`src/core/led_port_pkg.sv`:
```
package led_port_pkg;

  // Clock and strobe timing
  localparam int CLK_MHZ      = 50;
  localparam int SETUP_NS     = 250;
  localparam int PULSE_NS     = 200;
  localparam int SETUP_CYCLES = (SETUP_NS * CLK_MHZ + 999) / 1000;
  localparam int PULSE_CYCLES = (PULSE_NS * CLK_MHZ + 999) / 1000;

  // Display geometry
  localparam int DIGITS     = 8;
  localparam int WORD_W     = 8;
  localparam int NIBBLE_W   = 4;
  localparam int DIGIT_AW   = 3;

  // Control word field positions
  localparam int ADDR_LSB         = 0;
  localparam int BANK_SELECT_BIT  = 3;
  localparam int POWER_ENABLE_BIT = 4;
  localparam int RAW_FORMAT_BIT   = 5;
  localparam int FONT_SELECT_BIT  = 6;
  localparam int MORE_DATA_FLAG   = 7;

  // Control register value after reset
  localparam logic [7:0] CTRL_RESET = 8'h10;

  // Host register map
  localparam logic [7:0] CMD_OFFSET     = 8'h00;
  localparam logic [7:0] STATUS_OFFSET  = 8'h04;
  localparam int         CMD_SELECT_BIT = 8;
  localparam int         STAT_BUSY_BIT  = 0;

  typedef logic [WORD_W-1:0] byte_t;

endpackage : led_port_pkg

```
`src/core/led_port_if.sv`:
```
interface led_port_if;
  import led_port_pkg::*;

  logic  write_strobe_n; // Low during a write pulse, data taken on rise
  logic  reg_select;     // High: control word, low: display memory
  byte_t data_in;        // Write data, bits 0 to 7

  modport host (
    output write_strobe_n,
    output reg_select,
    output data_in
  );

  modport device (
    input  write_strobe_n,
    input  reg_select,
    input  data_in
  );

endinterface : led_port_if

```
`src/core/digit_store.sv`:
```
module digit_store
  import led_port_pkg::*;
(
  input  wire logic                       clk_i,
  input  wire logic                       rst_i,
  input  wire logic                       wr_en_i,
  input  wire logic [DIGIT_AW-1:0]        wr_addr_i,
  input  wire logic                       wr_raw_i,
  input  wire logic                       wr_bank_a_i,
  input  wire byte_t                      wr_data_i,
  input  wire logic                       show_raw_i,
  input  wire logic                       show_bank_a_i,
  output logic      [DIGITS*WORD_W-1:0]   words_o
);

  logic [NIBBLE_W-1:0] nib_a_reg [DIGITS];
  logic [NIBBLE_W-1:0] nib_b_reg [DIGITS];
  logic                dp_reg    [DIGITS];

  ////////////////////////////////////////////////////////////////////////////
  // Memory write: raw words span both banks, decoded words one bank
  always_ff @(posedge clk_i) begin
    if (rst_i) begin
      for (int i = 0; i < DIGITS; i++) begin
        nib_a_reg[i] <= '0;
        nib_b_reg[i] <= '0;
        dp_reg[i]    <= 1'b0;
      end
    end else if (wr_en_i) begin
      dp_reg[wr_addr_i] <= wr_data_i[WORD_W-1];
      if (wr_raw_i) begin
        nib_a_reg[wr_addr_i] <= wr_data_i[NIBBLE_W-1:0];
        nib_b_reg[wr_addr_i] <= wr_data_i[WORD_W-1:NIBBLE_W];
      end else if (wr_bank_a_i) begin
        nib_a_reg[wr_addr_i] <= wr_data_i[NIBBLE_W-1:0];
      end else begin
        nib_b_reg[wr_addr_i] <= wr_data_i[NIBBLE_W-1:0];
      end
    end
  end

  ////////////////////////////////////////////////////////////////////////////
  // Read out every digit in the current format and bank
  always_comb begin
    for (int i = 0; i < DIGITS; i++) begin
      if (show_raw_i) begin
        words_o[i*WORD_W +: WORD_W] = {dp_reg[i], nib_b_reg[i][2:0],
                                       nib_a_reg[i]};
      end else if (show_bank_a_i) begin
        words_o[i*WORD_W +: WORD_W] = {dp_reg[i], 3'h0, nib_a_reg[i]};
      end else begin
        words_o[i*WORD_W +: WORD_W] = {dp_reg[i], 3'h0, nib_b_reg[i]};
      end
    end
  end

endmodule : digit_store

```
`src/core/led_display_device.sv`:
```
// Functional notes
// Strobe selects device and times write
// Two locations chosen by register select
// Host drives eight data bits per strobe
// Every mode starts with control write
// Control bits: power, format, font, bank, address
// Two memory banks in decoded formats
// Raw words eight bits, decoded four bits
// Decimal point independent of bank
// Captured bank bit picks written bank
// Control write without flag updates control only
// Flag high blanks and starts sequential load
// Eight writes fill digits one to eight
// Unblank after eighth digit stored
// Ignore data writes after load completes
// Loaded digits shown in preceding format
// Flag-high control write restarts digit pointer
// Power bit high runs, low shuts down
// Raw bit high raw, font high hex
// Bank bit high A, low B, decoded
// Single digit update writes addressed digit
//
// The implementer's own choices: the Wishbone slave port and the address map.
module led_display_device
  import led_port_pkg::*;
#(
  parameter int NUM_DIGITS = DIGITS
)(
  input  wire logic                        clk_i,
  input  wire logic                        rst_i,
  led_port_if.device                       port,
  output logic                             power_on_o,
  output logic                             blank_o,
  output logic                             raw_format_o,
  output logic                             hex_font_o,
  output logic                             bank_a_o,
  output logic                             load_busy_o,
  output logic [DIGIT_AW-1:0]              load_pointer_o,
  output logic [NUM_DIGITS*WORD_W-1:0]     digit_words_o
);

  // Elaboration check: memory and pointer are sized for eight digits
  if (NUM_DIGITS != DIGITS) begin : g_bad_digits
    $error("led_display_device serves exactly eight digits");
  end

  typedef enum logic [1:0] {
    IDLE,
    SEQ_LOAD,
    SINGLE_WAIT
  } entry_e;

  // Field extraction from a control word
  function automatic logic field(input byte_t word, input int pos);
    field = word[pos];
  endfunction : field

  entry_e                 state_reg;
  entry_e                 state_next;
  byte_t                  ctrl_reg;
  logic                   strobe_prev_reg;
  logic [DIGIT_AW-1:0]    ptr_reg;
  logic [DIGIT_AW-1:0]    single_addr_reg;
  logic                   seq_blank_reg;
  logic                   write_event;
  logic                   ctrl_write;
  logic                   data_write;
  logic                   mem_we;
  logic [DIGIT_AW-1:0]    mem_addr;
  logic [NUM_DIGITS*WORD_W-1:0] store_words;

  ////////////////////////////////////////////////////////////////////////////
  // Strobe edge detection: a write lands on the rising edge of the strobe
  always_ff @(posedge clk_i) begin
    if (rst_i) begin
      strobe_prev_reg <= 1'b1;
    end else begin
      strobe_prev_reg <= port.write_strobe_n;
    end
  end

  // Data and select are stable across the rising edge of the strobe
  assign write_event = !strobe_prev_reg && port.write_strobe_n;
  assign ctrl_write  = write_event && port.reg_select;
  assign data_write  = write_event && !port.reg_select;

  ////////////////////////////////////////////////////////////////////////////
  // Control register: every control write replaces all its bits
  always_ff @(posedge clk_i) begin
    if (rst_i) begin
      ctrl_reg <= CTRL_RESET;
    end else if (ctrl_write) begin
      ctrl_reg <= port.data_in;
    end
  end

  ////////////////////////////////////////////////////////////////////////////
  // Entry mode sequencing
  always_comb begin
    state_next = state_reg;
    case (state_reg)
      IDLE: begin
        if (data_write) begin
          state_next = IDLE;
        end
      end
      SEQ_LOAD: begin
        if (data_write && ptr_reg == DIGIT_AW'(NUM_DIGITS - 1)) begin
          state_next = IDLE;
        end
      end
      SINGLE_WAIT: begin
        if (data_write) begin
          state_next = IDLE;
        end
      end
      default: begin
        state_next = IDLE;
      end
    endcase
    // A control write overrides whatever entry was under way
    if (ctrl_write) begin
      if (field(port.data_in, MORE_DATA_FLAG)) begin
        state_next = SEQ_LOAD;
      end else begin
        state_next = SINGLE_WAIT;
      end
    end
  end

  always_ff @(posedge clk_i) begin
    if (rst_i) begin
      state_reg <= IDLE;
    end else begin
      state_reg <= state_next;
    end
  end

  ////////////////////////////////////////////////////////////////////////////
  // Sequential digit pointer
  always_ff @(posedge clk_i) begin
    if (rst_i) begin
      ptr_reg <= '0;
    end else if (ctrl_write && field(port.data_in, MORE_DATA_FLAG)) begin
      ptr_reg <= '0;
    end else if (data_write && state_reg == SEQ_LOAD) begin
      ptr_reg <= ptr_reg + DIGIT_AW'(1);
    end
  end

  ////////////////////////////////////////////////////////////////////////////
  // Digit address for a single update, caught with the control word
  always_ff @(posedge clk_i) begin
    if (rst_i) begin
      single_addr_reg <= '0;
    end else if (ctrl_write) begin
      single_addr_reg <= port.data_in[ADDR_LSB +: DIGIT_AW];
    end
  end

  ////////////////////////////////////////////////////////////////////////////
  // Blanking during a sequential load
  always_ff @(posedge clk_i) begin
    if (rst_i) begin
      seq_blank_reg <= 1'b0;
    end else if (ctrl_write) begin
      seq_blank_reg <= field(port.data_in, MORE_DATA_FLAG);
    end else if (data_write && state_reg == SEQ_LOAD
                 && ptr_reg == DIGIT_AW'(NUM_DIGITS - 1)) begin
      seq_blank_reg <= 1'b0;
    end
  end

  ////////////////////////////////////////////////////////////////////////////
  // Memory write port: only inside a load or a pending single update
  always_comb begin
    mem_we   = 1'b0;
    mem_addr = ptr_reg;
    if (data_write && state_reg == SEQ_LOAD) begin
      mem_we   = 1'b1;
      mem_addr = ptr_reg;
    end else if (data_write && state_reg == SINGLE_WAIT) begin
      mem_we   = 1'b1;
      mem_addr = single_addr_reg;
    end
  end

  digit_store u_store (
    .clk_i         (clk_i),
    .rst_i         (rst_i),
    .wr_en_i       (mem_we),
    .wr_addr_i     (mem_addr),
    .wr_raw_i      (field(ctrl_reg, RAW_FORMAT_BIT)),
    .wr_bank_a_i   (field(ctrl_reg, BANK_SELECT_BIT)),
    .wr_data_i     (port.data_in),
    .show_raw_i    (field(ctrl_reg, RAW_FORMAT_BIT)),
    .show_bank_a_i (field(ctrl_reg, BANK_SELECT_BIT)),
    .words_o       (store_words)
  );

  ////////////////////////////////////////////////////////////////////////////
  // Registered display state toward the scan and decode logic
  always_ff @(posedge clk_i) begin
    if (rst_i) begin
      power_on_o     <= 1'b0;
      blank_o        <= 1'b1;
      raw_format_o   <= 1'b0;
      hex_font_o     <= 1'b0;
      bank_a_o       <= 1'b0;
      load_busy_o    <= 1'b0;
      load_pointer_o <= '0;
      digit_words_o  <= '0;
    end else begin
      power_on_o     <= field(ctrl_reg, POWER_ENABLE_BIT);
      blank_o        <= seq_blank_reg
                        || !field(ctrl_reg, POWER_ENABLE_BIT);
      raw_format_o   <= field(ctrl_reg, RAW_FORMAT_BIT);
      hex_font_o     <= field(ctrl_reg, FONT_SELECT_BIT);
      bank_a_o       <= field(ctrl_reg, BANK_SELECT_BIT)
                        && !field(ctrl_reg, RAW_FORMAT_BIT);
      load_busy_o    <= (state_reg == SEQ_LOAD);
      load_pointer_o <= ptr_reg;
      digit_words_o  <= store_words;
    end
  end

endmodule : led_display_device

```
`src/flat_wrapper.sv`:
```
// flat-port wrapper written by rule: the top's interface ports become plain ports
module led_display_device_flat import led_port_pkg::*;
#(
  parameter int NUM_DIGITS = DIGITS
)
  (clk_i, rst_i, power_on_o, blank_o, raw_format_o, hex_font_o, bank_a_o, load_busy_o, load_pointer_o, digit_words_o, port_write_strobe_n, port_reg_select, port_data_in);
  led_port_if port_i ();
  input  wire logic clk_i;
  input  wire logic rst_i;
  output logic power_on_o;
  output logic blank_o;
  output logic raw_format_o;
  output logic hex_font_o;
  output logic bank_a_o;
  output logic load_busy_o;
  output logic [DIGIT_AW-1:0] load_pointer_o;
  output logic [NUM_DIGITS*WORD_W-1:0] digit_words_o;
  input wire logic [$bits(port_i.write_strobe_n)-1:0] port_write_strobe_n;
  input wire logic [$bits(port_i.reg_select)-1:0] port_reg_select;
  input wire logic [$bits(port_i.data_in)-1:0] port_data_in;
  assign port_i.write_strobe_n = port_write_strobe_n;
  assign port_i.reg_select = port_reg_select;
  assign port_i.data_in = port_data_in;
  led_display_device #(.NUM_DIGITS(NUM_DIGITS)) u_core (.clk_i(clk_i), .rst_i(rst_i), .port(port_i), .power_on_o(power_on_o), .blank_o(blank_o), .raw_format_o(raw_format_o), .hex_font_o(hex_font_o), .bank_a_o(bank_a_o), .load_busy_o(load_busy_o), .load_pointer_o(load_pointer_o), .digit_words_o(digit_words_o));
endmodule
```
`config.mk`:
```
export PLATFORM = sky130hd
export DESIGN_NAME = led_display_device_flat
export DESIGN_NICKNAME = d
export VERILOG_FILES = /design/src/core/led_port_pkg.sv /design/src/core/led_port_if.sv /design/src/core/digit_store.sv /design/src/core/led_display_device.sv /design/src/flat_wrapper.sv
export SDC_FILE = /design/constraint.sdc
export NUM_CORES = 1
export LEC_CHECK = 0
export BUFFER_PORTS_ARGS = -buffer_cell sky130_fd_sc_hd__buf_2
export CELL_PAD_IN_SITES_DETAIL_PLACEMENT = 0
export CELL_PAD_IN_SITES_GLOBAL_PLACEMENT = 1
export CORE_MARGIN = 2
export CORE_UTILIZATION = 44
export DETAILED_ROUTE_END_ITERATION = 10
export GPL_ROUTABILITY_DRIVEN = 0
export PLACE_DENSITY = 0.86
export SLEW_MARGIN = 10
export SYNTH_ARGS = -nofsm -noshare
export SYNTH_HDL_FRONTEND = slang
export SYNTH_SLANG_ARGS = --single-unit
```
`constraint.sdc`:
```
create_clock -name clk_i -period 2.56 [get_ports clk_i]
set_input_delay 0.256 -clock clk_i [delete_from_list [all_inputs] [get_ports clk_i]]
set_output_delay 0.256 -clock clk_i [all_outputs]
set_load 0.005 [all_outputs]
```
==> impl_metrics.yaml <==
sta:
  drv_slew: 0
  hold_viol_final: 0
  timing.hold.ws_ns: 0.06889
  slew_headroom_pct: 38.31
  worst-slew-pin-transition_ns: 0.9157
  rsz0062_at_grt: "no"
  fin_ws_ns: 0.3111
  finalCritPeriodShare_pct: 87.85
  fin_tns_setup_ns: 0
  skew_ns: 0.007527
  fin_crit_ns: 2.249
  max_freq_mhz: 444.7
  finalSetupViolCount: 0
min_path:
  min_from: "port_write_strobe_n"
  holdPathStages: 2
  min_path_type: "input port to flip-flop"
  whs_endpoint: "u_core.strobe_prev_reg"
global_routing:
  overflow: 0
  grt_pass1_wl_um: 20110
  grt_usage_pct: 18.95
  grt_max_degree: 85
  grt_pass1_vias: 3918
  antenna_found_initial: 0
die:
  core_area_um2: 12670
  die_area_um2: 13960
  die_y_um: 118.2
  row_count: 41
  pin_count: 85
  die_w_um: 118.2
  initial_utilization_pct: 45.27
layout:
  areaGrowthSynthToFinish_pct: 20.46
  nets: 624
  drive_gt1_share_pct: 20.42
  largest_reg_flops: 56
  fin_util_pct: 54.53
  antenna_cells: 0
  fin_area_um2: 6909
  fillerInstances: 1110
worst_setup_path:
  critical_path_required_ns: 2.71
  ff2ff_path_depth: 4
  r2r_start: "u_core.strobe_prev_reg"
  ff2ff_setup_slack_ns: 0.31
  cp-end-kind: "flip-flop"
  timing.rr.end: "u_core.u_store.nib_b_reg[2][2]"
  critPathArrivalTime_ns: 2.40
  crit_fanout: 8
  worstSetupStartpointType: "flip-flop"
  crit_type: "flip-flop to flip-flop"
clock_network:
  cts_buffer_depth: 2
  cts_tree: "built"
  root_buffer: "clkbuf_16"
  cts_buffers: 17
  postCtsSetupRepairBufs: 0
  clock_latency_ns: 0.42
  htreeDepth: 4
  hold_buffers: 0
  path_clk_slew_ns: 0.06
  ctsResizeCount: 0
  cts.sinks: 159
drt:
  drtIter0Drc: 347
  first_pass_iters: 5
  wl_um: 12720
  drtAntennaViolNets: 0
  drc_errors: 0
  wl_per_cell_um: 16.02
  dr_total_vias: 4012
  routed_via_density: 5.053
synth:
  synth_top_cell_by_area: "edfxtp_1"
  synth_area_um2: 5736
  yosys-top-cells-count: "90 x nand2_1, 87 x dfxtp_1, 85 x nor2_1, 72 x edfxtp_1, 42 x a21oi_1"
  synth_cells: 525
  synthArstFlopShare_pct: 0
  ys_top_cells_by_area: "edfxtp_1 38%, dfxtp_1 30%, nand2_1 5.9%, nor2_1 5.6%, a21oi_1 3.7%"
  synth_seq_cells: 159
  synth.avg_cell_area_um2: 10.92
  synthDistinctLibCells: 34
  syn_nets: 539
  yosysMostFrequentCell: "nand2_1"
  synth_edf_count: 72
  synth_warnings: 0
  synth.top_cell.area_share_pct: 37.70
  synth_top_flop_cell: "dfxtp_1"
  synth_seq_area_share_pct: 68.06
place:
  place_ws_ns: 0.1928
  place_area_um2: 6317
  portBuffers: 84
  dpl.hpwl_um: 8534
outcome:
  status: "complete, no violations"
power:
  leakage_nw: 2.772
  ir_worst_vdd_uv: 409.6
  power_density_nw_per_um2: 792.9
job:
  cap_violations: 0
worst max-delay path, cell delays in order, from the launching register on:
cell,delay (ns)
dfxtp_1,0.32
or4b_4,0.56
or3_1,0.59
mux2i_4,0.42
nor2_1,0.09
cells in the final DEF, fill, tap and decap left out, types with 2 or more instances in the layout:
cell type / instances
ha_1: 2
nand2b_1: 21
edfxtp_1: 72
a21oi_1: 42
nor2b_1: 21
o21bai_1: 4
nand2_1: 90
nor3_1: 5
clkbuf_1: 5
nand3b_1: 2
buf_4: 5
o22ai_1: 2
mux2i_4: 4
clkbuf_16: 18
buf_2: 84
bufinv_16: 3
nor2_1: 84
a31o_2: 4
or2_2: 3
nand3_1: 11
clkinv_1: 3
dfxtp_1: 87
o32ai_1: 2
o21ai_0: 9
and2_1: 24
power breakdown:
| part | internal (mW) | switching (mW) | total (mW) |
|---|---|---|---|
| clock network | 1.60 | 0.917 | 2.52 |
| logic | 0.0719 | 0.132 | 0.204 |
| registers | 2.72 | 0.0284 | 2.75 |
logic make-up (layout without fill, tap and decap cells):
group | after synthesis | after routing | synth area share, %
buffers and inverters | 25 | 122 | 1.767
muxes | 4 | 4 | 1.571
xor gates and xnor gates | 2 | 2 | 0.3055
DFF | 159 | 159 | 68.06
adders and majority gates | 2 | 2 | 0.4362
and+or+nand+nor | 268 | 268 | 21.49
AOI/OAI and AO/OA | 65 | 65 | 6.370
stage by stage:
stage / instances / total power, mW
6_report: 794 / 5.478
5_1_grt: 794 / 5.637
4_1_cts: 794 / 5.512
3_5_place_dp: 763 / 3.012
3_3_place_gp: 763 / 3.006
2_1_floorplan: 525 / 2.915
final cells by class:
class / count / area [um2] / area share [%]
sequential: 159 / 3904 / 56.50
multi-input combinational: 341 / 1733 / 25.08
inverter: 2 / 7.507 / 0.1087
clock buffer: 24 / 483.0 / 6.990
clock inverter: 7 / 108.9 / 1.576
timing repair buffer: 89 / 457.9 / 6.628
tap: 172 / 215.2 / 3.115
per-layer routing:
metal  share of wire, %  track usage, %  routed length [um]
met2                 48           30.96                6148
met1                 44           23.57                5539
met3                6.2           5.019                 788
met4                1.9           8.509                 240
met5                  0               0                   0
worst max path at each step:
stage	from	endpoint	slack [ns]	cells after the start
final	u_core.strobe_prev_reg	u_core.u_store.nib_b_reg[2][2]	0.31	4
after global routing	u_core.strobe_prev_reg	u_core.u_store.nib_a_reg[0][1]	0.18	4
after CTS	u_core.strobe_prev_reg	u_core.u_store.nib_b_reg[2][2]	0.31	4
after detailed placement	port_reg_select	u_core.u_store.nib_b_reg[2][2]	0.19	5
after global placement	port_reg_select	u_core.u_store.nib_b_reg[4][3]	0.25	5
after floorplan	u_core.strobe_prev_reg	u_core.u_store.nib_b_reg[2][0]	0.62	5
Power figures use the tool's default switching activity.
